`config.mk`:
```
export PLATFORM = sky130hd
export DESIGN_NAME = aux_io_pin_action_logic
export DESIGN_NICKNAME = d
export VERILOG_FILES = /design/src/pkg/aux_io_pkg.sv /design/src/hdl/aux_edge_detect.sv /design/src/hdl/aux_io_pin_action_logic.sv
export SDC_FILE = /design/constraint.sdc
export NUM_CORES = 1
export LEC_CHECK = 0
export BUFFER_PORTS_ARGS = -buffer_cell sky130_fd_sc_hd__buf_2
export CAP_MARGIN = 20
export CORE_ASPECT_RATIO = 0.9
export CORE_MARGIN = 2
export CORE_UTILIZATION = 40
export CTS_CLUSTER_DIAMETER = 40
export DETAILED_ROUTE_END_ITERATION = 12
export HOLD_SLACK_MARGIN = 0.06
export MAX_ROUTING_LAYER = met4
export PLACE_DENSITY_LB_ADDON = 0.2
export SYNTH_ARGS = -nofsm -noshare
export SYNTH_HDL_FRONTEND = slang
export SYNTH_HIERARCHICAL = 1
export SYNTH_SLANG_ARGS = --single-unit
```
`constraint.sdc`:
```
create_clock -name clk -period 2.83 [get_ports clk]
set_input_delay 0.283 -clock clk [delete_from_list [all_inputs] [get_ports clk]]
set_output_delay 0.283 -clock clk [all_outputs]
set_load 0.05 [all_outputs]
```
`src/pkg/aux_io_pkg.sv`:
```
/*
  Shared constants and types for the auxiliary digital pin logic.
  Assumes a single controller clock domain and a plain register port.
*/
package aux_io_pkg;

  // ****************************************
  // Register map
  // ****************************************
  localparam int ADDR_W = 4;
  localparam logic [ADDR_W-1:0] REG_CTRL = 4'h0;
  localparam logic [ADDR_W-1:0] REG_STAT = 4'h1;
  localparam logic [ADDR_W-1:0] REG_IRQ_STAT = 4'h2;
  localparam logic [ADDR_W-1:0] REG_IRQ_MASK = 4'h3;
  localparam logic [ADDR_W-1:0] REG_EDGE_CNT = 4'h4;

  // Control field positions
  localparam int CTRL_DIR_BIT = 0;
  localparam int CTRL_INV_BIT = 1;
  localparam int CTRL_IN_LSB = 4;
  localparam int CTRL_OUT_LSB = 8;
  localparam int SEL_W = 3;
  localparam logic [31:0] CTRL_RESET = 32'h0000_0000;

  // Interrupt bits
  localparam int IRQ_W = 3;
  localparam int IRQ_EDGE = 0;
  localparam int IRQ_ACTION = 1;
  localparam int IRQ_IGNORED = 2;

  localparam int CNT_W = 16;

  // ****************************************
  // Modes
  // ****************************************
  typedef enum logic [2:0] {
    IN_NOTHING = 3'b000,
    IN_HALT = 3'b001,
    IN_POWER_OFF = 3'b010,
    IN_REL_MOVE = 3'b011,
    IN_HOME = 3'b100,
    IN_ALARM = 3'b101
  } in_action_t;

  typedef enum logic [2:0] {
    OUT_OFF = 3'b000,
    OUT_ON = 3'b001,
    OUT_MOVING = 3'b010,
    OUT_ALARM = 3'b011,
    OUT_POWERED = 3'b100,
    OUT_PRESENT = 3'b101
  } out_cond_t;

  // ****************************************
  // Carriers
  // ****************************************
  typedef struct packed {
    logic moving;
    logic alarm;
    logic powered;
    logic present;
  } ctl_status_t;

  typedef struct packed {
    logic halt;
    logic power_off_command;
    logic rel_move;
    logic home;
    logic alarm;
  } ctl_cmd_t;

  typedef struct packed {
    logic [ADDR_W-1:0] addr;
    logic [31:0] wdata;
    logic wr;
    logic rd;
  } reg_req_t;

endpackage

```
`src/hdl/aux_edge_detect.sv`:
```
/*
  Edge detector for the auxiliary pin with selectable active edge.
  Assumes the pin input is already synchronous to clk.
*/
`timescale 1ns/10ps
module aux_edge_detect (
  input wire logic clk,
  input wire logic rst_n,
  input wire logic pin_in,
  input wire logic invert,
  output logic active_edge,
  output logic level
);

  logic prev_q;

  always_ff @(posedge clk or negedge rst_n) begin
    if (!rst_n) begin
      prev_q <= 1'b0;
    end else begin
      prev_q <= pin_in;
    end
  end

  // Only the edge direction selected by invert is reported
  always_comb begin
    if (invert) begin
      active_edge = prev_q & ~pin_in;
    end else begin
      active_edge = ~prev_q & pin_in;
    end
  end

  assign level = prev_q;

endmodule

```
`src/hdl/aux_io_pin_action_logic.sv`:
```
/*
  Auxiliary digital pin: input edges trigger controller actions, or the
  pin shows a selected controller condition as an output.
  Assumes synchronous pin input, a one-clock register port with read
  data one cycle later, and a controller that obeys one-cycle commands.
*/
`timescale 1ns/10ps

module aux_io_pin_action_logic
  import aux_io_pkg::*;
(
  input wire logic clk,
  input wire logic rst_n,
  input wire logic [ADDR_W-1:0] reg_addr,
  input wire logic [31:0] reg_wdata,
  input wire logic reg_wr,
  input wire logic reg_rd,
  output logic [31:0] reg_rdata,
  input wire ctl_status_t status,
  output ctl_cmd_t cmd,
  input wire logic aux_digital_pin_i,
  output logic aux_digital_pin_o,
  output logic aux_digital_pin_oe,
  output logic irq
);

  // ****************************************
  // Configuration registers
  // ****************************************
  reg_req_t req;
  logic dir_out_q;
  logic invert_q;
  logic [SEL_W-1:0] in_sel_q;
  logic [SEL_W-1:0] out_sel_q;
  logic [IRQ_W-1:0] irq_stat_q;
  logic [IRQ_W-1:0] irq_stat_d;
  logic [IRQ_W-1:0] irq_mask_q;
  logic [CNT_W-1:0] edge_cnt_q;
  logic [IRQ_W-1:0] events;
  logic edge_seen;
  logic pin_level;
  logic fire;

  assign req = '{addr: reg_addr, wdata: reg_wdata, wr: reg_wr, rd: reg_rd};

  always_ff @(posedge clk or negedge rst_n) begin
    if (!rst_n) begin
      dir_out_q <= CTRL_RESET[CTRL_DIR_BIT];
      invert_q <= CTRL_RESET[CTRL_INV_BIT];
      in_sel_q <= CTRL_RESET[CTRL_IN_LSB +: SEL_W];
      out_sel_q <= CTRL_RESET[CTRL_OUT_LSB +: SEL_W];
    end else if (req.wr && req.addr == REG_CTRL) begin
      dir_out_q <= req.wdata[CTRL_DIR_BIT];
      invert_q <= req.wdata[CTRL_INV_BIT];
      in_sel_q <= req.wdata[CTRL_IN_LSB +: SEL_W];
      out_sel_q <= req.wdata[CTRL_OUT_LSB +: SEL_W];
    end
  end

  always_ff @(posedge clk or negedge rst_n) begin
    if (!rst_n) begin
      irq_mask_q <= '0;
    end else if (req.wr && req.addr == REG_IRQ_MASK) begin
      irq_mask_q <= req.wdata[IRQ_W-1:0];
    end
  end

  // ****************************************
  // Input side
  // ****************************************
  aux_edge_detect aux_edge_detect_i (
    .clk(clk),
    .rst_n(rst_n),
    .pin_in(aux_digital_pin_i),
    .invert(invert_q),
    .active_edge(edge_seen),
    .level(pin_level)
  );

  // Own driven level is reflected back; gating keeps it from self-triggering
  assign fire = edge_seen & ~dir_out_q;

  // Commands are registered so they reach the controller glitch free
  always_ff @(posedge clk or negedge rst_n) begin
    if (!rst_n) begin
      cmd <= '0;
    end else begin
      cmd <= '0;
      if (fire) begin
        case (in_action_t'(in_sel_q))
          IN_NOTHING: cmd <= '0;
          IN_HALT: cmd.halt <= 1'b1;
          IN_POWER_OFF: cmd.power_off_command <= 1'b1;
          IN_REL_MOVE: cmd.rel_move <= 1'b1;
          IN_HOME: cmd.home <= 1'b1;
          IN_ALARM: cmd.alarm <= 1'b1;
          default: cmd <= '0;
        endcase
      end
    end
  end

  always_ff @(posedge clk or negedge rst_n) begin
    if (!rst_n) begin
      edge_cnt_q <= '0;
    end else if (req.wr && req.addr == REG_EDGE_CNT) begin
      edge_cnt_q <= '0;
    end else if (fire) begin
      edge_cnt_q <= edge_cnt_q + 1'b1;
    end
  end

  // ****************************************
  // Output side
  // ****************************************
  logic cond_active;

  always_comb begin
    case (out_cond_t'(out_sel_q))
      OUT_OFF: cond_active = 1'b0;
      OUT_ON: cond_active = 1'b1;
      OUT_MOVING: cond_active = status.moving;
      OUT_ALARM: cond_active = status.alarm;
      OUT_POWERED: cond_active = status.powered;
      OUT_PRESENT: cond_active = status.present;
      default: cond_active = 1'b0;
    endcase
  end

  always_ff @(posedge clk or negedge rst_n) begin
    if (!rst_n) begin
      aux_digital_pin_o <= 1'b0;
    end else begin
      aux_digital_pin_o <= cond_active ^ invert_q;
    end
  end

  assign aux_digital_pin_oe = dir_out_q;

  // ****************************************
  // Interrupts
  // ****************************************
  always_comb begin
    events = '0;
    events[IRQ_EDGE] = edge_seen;
    events[IRQ_ACTION] = fire && in_sel_q != SEL_W'(IN_NOTHING);
    events[IRQ_IGNORED] = edge_seen & dir_out_q;
  end

  // New events win over a write-one clear in the same cycle
  always_comb begin
    irq_stat_d = irq_stat_q;
    if (req.wr && req.addr == REG_IRQ_STAT) begin
      irq_stat_d = irq_stat_q & ~req.wdata[IRQ_W-1:0];
    end
    irq_stat_d = irq_stat_d | events;
  end

  always_ff @(posedge clk or negedge rst_n) begin
    if (!rst_n) begin
      irq_stat_q <= '0;
    end else begin
      irq_stat_q <= irq_stat_d;
    end
  end

  assign irq = |(irq_stat_q & irq_mask_q);

  // ****************************************
  // Read port
  // ****************************************
  always_ff @(posedge clk or negedge rst_n) begin
    if (!rst_n) begin
      reg_rdata <= '0;
    end else if (req.rd) begin
      case (req.addr)
        REG_CTRL: begin
          reg_rdata <= '0;
          reg_rdata[CTRL_DIR_BIT] <= dir_out_q;
          reg_rdata[CTRL_INV_BIT] <= invert_q;
          reg_rdata[CTRL_IN_LSB +: SEL_W] <= in_sel_q;
          reg_rdata[CTRL_OUT_LSB +: SEL_W] <= out_sel_q;
        end
        REG_STAT: reg_rdata <= {30'h0, aux_digital_pin_o, pin_level};
        REG_IRQ_STAT: reg_rdata <= 32'(irq_stat_q);
        REG_IRQ_MASK: reg_rdata <= 32'(irq_mask_q);
        REG_EDGE_CNT: reg_rdata <= 32'(edge_cnt_q);
        default: reg_rdata <= '0;
      endcase
    end else begin
      reg_rdata <= '0;
    end
  end

  // ****************************************
  // Checks
  // ****************************************
  a_input_gated: assert property (@(posedge clk) disable iff (!rst_n)
    dir_out_q |-> ##1 cmd == '0)
    else $error("command issued in output mode");

  a_cmd_needs_in: assert property (@(posedge clk) disable iff (!rst_n)
    cmd != '0 |-> !$past(dir_out_q))
    else $error("command follows an output mode cycle");

  a_ignored_flag: assert property (@(posedge clk) disable iff (!rst_n)
    dir_out_q && edge_seen |=> irq_stat_q[IRQ_IGNORED])
    else $error("ignored edge not flagged");

  a_halt_cmd: assert property (@(posedge clk) disable iff (!rst_n)
    fire && in_sel_q == SEL_W'(IN_HALT) |=> cmd.halt)
    else $error("halt not issued");

  a_poweroff_cmd: assert property (@(posedge clk) disable iff (!rst_n)
    fire && in_sel_q == SEL_W'(IN_POWER_OFF) |=> cmd.power_off_command)
    else $error("power off not issued");

  a_move_cmd: assert property (@(posedge clk) disable iff (!rst_n)
    fire && in_sel_q == SEL_W'(IN_REL_MOVE) |=> cmd.rel_move)
    else $error("relative move not issued");

  a_home_cmd: assert property (@(posedge clk) disable iff (!rst_n)
    fire && in_sel_q == SEL_W'(IN_HOME) |=> cmd.home)
    else $error("home not issued");

  a_alarm_cmd: assert property (@(posedge clk) disable iff (!rst_n)
    fire && in_sel_q == SEL_W'(IN_ALARM) |=> cmd.alarm)
    else $error("alarm not issued");

  // Reverse direction: a command bit only from its own selection
  a_halt_only: assert property (@(posedge clk) disable iff (!rst_n)
    cmd.halt |-> $past(in_sel_q) == SEL_W'(IN_HALT))
    else $error("halt from another selection");

  a_poff_only: assert property (@(posedge clk) disable iff (!rst_n)
    cmd.power_off_command |-> $past(in_sel_q) == SEL_W'(IN_POWER_OFF))
    else $error("power off from another selection");

  a_move_only: assert property (@(posedge clk) disable iff (!rst_n)
    cmd.rel_move |-> $past(in_sel_q) == SEL_W'(IN_REL_MOVE))
    else $error("relative move from another selection");

  a_home_only: assert property (@(posedge clk) disable iff (!rst_n)
    cmd.home |-> $past(in_sel_q) == SEL_W'(IN_HOME))
    else $error("home from another selection");

  a_alarm_only: assert property (@(posedge clk) disable iff (!rst_n)
    cmd.alarm |-> $past(in_sel_q) == SEL_W'(IN_ALARM))
    else $error("alarm from another selection");

  a_nothing_quiet: assert property (@(posedge clk) disable iff (!rst_n)
    in_sel_q == SEL_W'(IN_NOTHING) |=> cmd == '0)
    else $error("do-nothing produced a command");

  a_edge_flag: assert property (@(posedge clk) disable iff (!rst_n)
    edge_seen |=> irq_stat_q[IRQ_EDGE])
    else $error("active edge not flagged");

  a_action_flag: assert property (@(posedge clk) disable iff (!rst_n)
    fire && in_sel_q != SEL_W'(IN_NOTHING) |=> irq_stat_q[IRQ_ACTION])
    else $error("issued action not flagged");

  a_rise_edge: assert property (@(posedge clk) disable iff (!rst_n)
    !invert_q && $fell(aux_digital_pin_i) |-> !edge_seen)
    else $error("falling edge taken while not swapped");

  // First cycle after reset skipped: the history flop starts low
  a_rise_taken: assert property (@(posedge clk) disable iff (!rst_n)
    !invert_q && $rose(aux_digital_pin_i) && $past(rst_n) |-> edge_seen)
    else $error("rising edge missed while not swapped");

  a_fall_edge: assert property (@(posedge clk) disable iff (!rst_n)
    invert_q && $rose(aux_digital_pin_i) |-> !edge_seen)
    else $error("rising edge taken while swapped");

  a_fall_taken: assert property (@(posedge clk) disable iff (!rst_n)
    invert_q && $fell(aux_digital_pin_i) && $past(rst_n) |-> edge_seen)
    else $error("falling edge missed while swapped");

  a_dir_write: assert property (@(posedge clk) disable iff (!rst_n)
    reg_wr && reg_addr == REG_CTRL
    |=> aux_digital_pin_oe == $past(reg_wdata[CTRL_DIR_BIT]))
    else $error("pin direction not taken from control write");

  a_out_off: assert property (@(posedge clk) disable iff (!rst_n)
    out_sel_q == SEL_W'(OUT_OFF) && $stable(out_sel_q) && $stable(invert_q)
    |-> aux_digital_pin_o == invert_q)
    else $error("constant off not inactive");

  a_out_on: assert property (@(posedge clk) disable iff (!rst_n)
    out_sel_q == SEL_W'(OUT_ON) && $stable(out_sel_q) && $stable(invert_q)
    |-> aux_digital_pin_o == !invert_q)
    else $error("constant on not active");

  a_out_moving: assert property (@(posedge clk) disable iff (!rst_n)
    out_sel_q == SEL_W'(OUT_MOVING) && !invert_q
    |=> aux_digital_pin_o == $past(status.moving))
    else $error("moving output wrong");

  a_out_alarm: assert property (@(posedge clk) disable iff (!rst_n)
    out_sel_q == SEL_W'(OUT_ALARM) && !invert_q
    |=> aux_digital_pin_o == $past(status.alarm))
    else $error("alarm output wrong");

  a_out_powered: assert property (@(posedge clk) disable iff (!rst_n)
    out_sel_q == SEL_W'(OUT_POWERED) && !invert_q
    |=> aux_digital_pin_o == $past(status.powered))
    else $error("powered output wrong");

  a_out_present: assert property (@(posedge clk) disable iff (!rst_n)
    out_sel_q == SEL_W'(OUT_PRESENT) && !invert_q
    |=> aux_digital_pin_o == $past(status.present))
    else $error("present output wrong");

  // Swapped polarity: the same conditions, active level low
  a_move_swap: assert property (@(posedge clk) disable iff (!rst_n)
    out_sel_q == SEL_W'(OUT_MOVING) && invert_q
    |=> aux_digital_pin_o == !$past(status.moving))
    else $error("swapped moving output wrong");

  a_alarm_swap: assert property (@(posedge clk) disable iff (!rst_n)
    out_sel_q == SEL_W'(OUT_ALARM) && invert_q
    |=> aux_digital_pin_o == !$past(status.alarm))
    else $error("swapped alarm output wrong");

  a_out_swapped: assert property (@(posedge clk) disable iff (!rst_n)
    out_sel_q == SEL_W'(OUT_POWERED) && invert_q
    |=> aux_digital_pin_o == !$past(status.powered))
    else $error("swapped powered output wrong");

  a_present_swap: assert property (@(posedge clk) disable iff (!rst_n)
    out_sel_q == SEL_W'(OUT_PRESENT) && invert_q
    |=> aux_digital_pin_o == !$past(status.present))
    else $error("swapped present output wrong");

endmodule

```
Yosys cells after proc, flatten, opt, wreduce, memory -nomap -nowiden
Cells that the tools add are included.

Add/sub/neg operators: 1. Reductions and logical operators: 9. Equal/unequal tests: 14. Bitwise operators: 12. Mux-type cells: 13.

Operators with widths (count): $pmux 16 s5 (1); $mux 16 (2); $mux 32 (1); $add 16x1->16 const B (1); $eq 3x2->1 const B (4); $eq 3x3->1 const B (4); $eq 4x2->1 const B (2); $and 3x3->3 (2); $eq 3x1->1 const B (2); $mux 1 (6); $logic_and 1x1->1 (5); $mux 5 (1); $pmux 1 s5 (1); $and 1x1->1 (4); $eq 4x1->1 const B (1); $eq 4x3->1 const B (1); $logic_not 4->1 (1); $mux 3 (1); $not 1->1 (3); $not 3->3 (1); $or 3x3->3 (1); $reduce_bool 3->1 (1); $reduce_or 3->1 (1); $reduce_bool 2->1 (1); $xor 1x1->1 (1).

Register bits: 69.

Depth between registers and ports, before layout
Depth in word-level cells: 6. Gate-level depth with buffers: 8.

Hierarchy
Netlist, hierarchy kept.

Modules (own cells, without submodules): aux_io_pin_action_logic (sequential area each 1301.2 um^2, cells each 230, area each 2452.4 um^2, times used 1); aux_edge_detect (sequential area each 25.0 um^2, cells each 4, area each 47.5 um^2, times used 1).

Worst setup path after synthesis
No wires, ideal clock.

Kind: flip-flop to flip-flop. Start point: reg dir_out_q (netlist: aux_digital_pin_oe). End point: reg edge_cnt_q[15]. Path slack: 0.698 ns. Clock period less this slack: 2.132 ns. Arrival time: 2.054 ns. Stages on the path, launching flop included: 7. Path through: dfrtp_1 -> nand2b_1 -> buf_6 -> or4_1 -> buf_2 -> or3_1 -> a21oi_1.

Longest elaborated chain between the ends: 3.

RTL lines: start, declared (line aux_io_pin_action_logic.sv:31) `logic dir_out_q;`; start signal, assigned (line aux_io_pin_action_logic.sv:48) `dir_out_q <= CTRL_RESET[CTRL_DIR_BIT];`; start signal, assigned (line aux_io_pin_action_logic.sv:53) `dir_out_q <= req.wdata[CTRL_DIR_BIT];`; $not 1->1 (line aux_io_pin_action_logic.sv:81) `assign fire = edge_seen & ~dir_out_q;`; $and 1x1->1 (line aux_io_pin_action_logic.sv:81); $reduce_bool 2->1 (no line); end signal, assigned (line aux_io_pin_action_logic.sv:109) `edge_cnt_q <= edge_cnt_q + 1'b1;`; end, declared (line aux_io_pin_action_logic.sv:38) `logic [CNT_W-1:0] edge_cnt_q;`.

No other way between the ends. A chain may end at the register's enable or synchronous reset.

Final worst setup path
Start point: reg aux_edge_detect_i.prev_q (netlist: aux_edge_detect_i/level). End point: reg edge_cnt_q[15].

Longest elaborated chain between the ends: 5.

RTL lines: start, declared (line aux_edge_detect.sv:15) `logic prev_q;`; start signal, assigned (line aux_edge_detect.sv:21) `prev_q <= pin_in;`; $not 1->1 (line aux_edge_detect.sv:30) `active_edge = ~prev_q & pin_in;`; $and 1x1->1 (line aux_edge_detect.sv:30); $mux 1 * (line aux_edge_detect.sv:27) `if (invert) begin`; via edge_seen (line aux_io_pin_action_logic.sv:40) `logic edge_seen;`; $and 1x1->1 * (line aux_io_pin_action_logic.sv:81); $reduce_bool 2->1 (no line) *.

The timed path passes the listed nets; every way through them passes the cells marked *.

==> impl_metrics.json <==
{
  "area_delta_synth_final_pct": 14.5,
  "synthFlopType": "dfrtp_1",
  "num-fill-cells": 591,
  "tightest_slew_ns": 0.508,
  "drt_iter0_drc": 74,
  "grtUsageTotal": 0.155,
  "fp-row-count": 27,
  "power_leakage_uw": 0.00140,
  "regArea_sq_um": 1330,
  "max-vdd-ir-drop_mv": 0.336,
  "cts_root_buffer": "clkbuf_8",
  "dp.cells": 346,
  "clockPowerShare": 0.269,
  "cts_tree": "built",
  "critPathTopFamily": "simple AND/OR/NAND/NOR gates",
  "wl_per_cell_um": 13.7,
  "start_util": 0.411,
  "wl_um": 4860,
  "crit_chain": "nand2b_1 > o21ai_2 > nand2b_1 > or4_1 > or3_1 > a21oi_1",
  "grt_pass1_vias": 1732,
  "cp.required_ns": 3.07,
  "whs_endpoint": "aux_edge_detect_i/level$_DFF_PN0_",
  "die_area_sq_um": 6900,
  "drive_gt1_frac": 0.258,
  "dr.pass1.iters": 4,
  "power_frac_comb": 0.221,
  "path_buf_inv": 0,
  "vias_per_cell": 5.06,
  "clock_latency_ns": 0.31,
  "slew_headroom": 0.658,
  "max_freq_mhz": 459,
  "critPathMaxFanout": 8,
  "hold_depth": 1,
  "pwr-share-seq": 0.510,
  "setup_tns_ns": 0,
  "p_int_uw": 1280,
  "ioPinCount": 85,
  "cts_setup_buffers": 0,
  "synth_cell_types": 46,
  "reg2reg_from": "aux_edge_detect_i/level$_DFF_PN0_",
  "mostFrequentLayoutCells": "53 x dfrtp_1, 45 x buf_2, 20 x nand2_1",
  "coreArea_sq_um": 6080,
  "clk_pin_slew_ns": 0.10,
  "yosysWarnings": 6,
  "clock-sinks": 53,
  "io_buffers": 45,
  "synth_area_per_cell_sq_um": 10.7,
  "syn-cell-area_sq_um": 2500,
  "gp_congestion": 0.817,
  "ys_ff_latch": 53,
  "max_stage_delay_ns": 0.67,
  "crit_slowest_cell": "or4_1",
  "crit_path_end_kind": "flop",
  "grt_max_degree": 33,
  "p_switching_uw": 625,
  "finalHoldViolCount": 0,
  "grt_overflow": 0,
  "period_minus_slack_ns": 2.18,
  "seq_area_frac_synth": 0.531,
  "num_vias": 1796,
  "grt_setup_unrepaired": "no",
  "hpwl_um": 3520,
  "critPathArrivalTime_ns": 2.42,
  "instances_no_fill": 355,
  "drv_slew": 0,
  "ff2ff_setup_slack_ns": 0.65,
  "max-clock-path-buffers": 2,
  "layout_commonest_cell": "dfrtp_1",
  "power_uw": 1910,
  "final_nets": 328,
  "setup.worst_path.start_class": "flop",
  "r2r_end": "edge_cnt_q[15]$_DFFE_PN0P_",
  "antenna_found_initial": 0,
  "cts_buffers": 5,
  "die_y_um": 79,
  "fp.dieW_um": 87.3,
  "final-setup-viol-count": 0,
  "crit_top_cell": "nand2b_1",
  "postRouteAntennaNets": 0,
  "hold_path_class": "input port to flop",
  "holdBufCountCts": 1,
  "final_area_sq_um": 2860,
  "synthCells": 234,
  "drv_cap": 0,
  "fin_skew_ns": 0.00973,
  "drc": 0,
  "power_density_nw_per_um2": 666,
  "antenna_cells": 0,
  "min_from": "aux_digital_pin_i",
  "placed_cell_area_sq_um": 2740,
  "synth_edf_count": 0,
  "synth-async-reset-ratio": 1.00,
  "multi_input_area_sq_um": 1050,
  "htree_num_levels": 2,
  "cts_resized": 0,
  "final_core_util": 0.471,
  "status": "complete, no violations",
  "swShare": 0.328,
  "grt_pass1_wl_um": 8140,
  "post-route-period-util": 0.770,
  "r2r_cells": 6,
  "path_class": "flop to flop"
}
-- state kept, by name, indices dropped and copies added (netlist names) --
register                 count
in_sel_q                     3
out_sel_q                    3
invert_q                     1
aux_digital_pin_oe           1
aux_edge_detect_i/level      1
irq_stat_q                   3
irq_mask_q                   3
aux_digital_pin_o            1
reg_rdata                   16
edge_cnt_q                  16
cmd                          5
-- routing by layer --
metal / track usage / part of all wire
met1: 0.212 / 0.50
met2: 0.229 / 0.44
met3: 0.0374 / 0.050
met4: 0.0492 / 0.013
met5: - / 0
-- power by group through the flow --
stage	logic [uW]	registers (uW)	clock network, uW
after floorplan	287	1020	0
after global placement	414	985	0
after detailed placement	424	986	0
after CTS	425	972	532
after global routing	465	990	561
final	421	972	513
-- per-stage QoR --
step / hold slack (ns) / worst slack (ns)
3_5_place_dp: 0.271 / 0.659
2_1_floorplan: -0.0126 / 0.698
6_report: 0.104 / 0.650
4_1_cts: 0.0930 / 0.633
5_1_grt: 0.0851 / 0.482
3_3_place_gp: 0.269 / 0.676
-- cell type report --
class / instances / share of cell area
Tap cell: 72 / 0.0315
Sequential cell: 53 / 0.463
Timing Repair Buffer: 50 / 0.0927
Clock inverter: 2 / 0.0135
Inverter: 4 / 0.00524
Clock buffer: 6 / 0.0253
Multi-Input combinational cell: 168 / 0.368
-- worst reg2reg max path, stage by stage, from the launching register on --
cell and delay [ns]:
dfrtp_1 0.40, nand2b_1 0.15, o21ai_2 0.25, nand2b_1 0.12, or4_1 0.67, or3_1 0.39, a21oi_1 0.14
-- cells by family after synthesis --
group | Yosys count | share of synthesized area
buf+inv | 28 | 0.0701
fa+ha+maj | 1 | 0.00500
mux | 21 | 0.0906
other cells | 1 | 0.00150
simple gates | 92 | 0.198
flops | 53 | 0.531
compound gates | 30 | 0.0766
xor+xnor | 8 | 0.0280
-- synthesized netlist by cell type (2+ instances only) --
cell type   n  area, sq um
nand2_1    20         75.1
nand2b_1    9         56.3
dfrtp_1    53         1330
or3_1       6         37.5
clkbuf_1    4         15.0
nand4_1     3         18.8
mux2i_1     8         80.1
buf_4      16          120
xnor2_1     6         52.6
and3_1      9         56.3
nor2b_1     2         12.5
nand3b_1    5         37.5
nand3_1     4         20.0
xor2_1      2         17.5
nor2_1     18         67.6
nor3_1      6         30.0
mux2_2     13          146
inv_1       4         15.0
a21oi_1     8         40.0
o21ai_0    10         50.1
buf_2       2         10.0
nor4_1      2         12.5
-- worst max path at each step --
stage | start | to | depth (start not counted)
global route | aux_edge_detect_i/level$_DFF_PN0_ | edge_cnt_q[13]$_DFFE_PN0P_ | 6
floorplan | aux_digital_pin_oe$_DFFE_PN0P_ | edge_cnt_q[15]$_DFFE_PN0P_ | 6
global placement | aux_edge_detect_i/level$_DFF_PN0_ | edge_cnt_q[15]$_DFFE_PN0P_ | 6
detailed placement | aux_edge_detect_i/level$_DFF_PN0_ | edge_cnt_q[15]$_DFFE_PN0P_ | 6
CTS | aux_edge_detect_i/level$_DFF_PN0_ | edge_cnt_q[15]$_DFFE_PN0P_ | 6
finish | aux_edge_detect_i/level$_DFF_PN0_ | edge_cnt_q[15]$_DFFE_PN0P_ | 6
(Power assumes the default switching activity.)
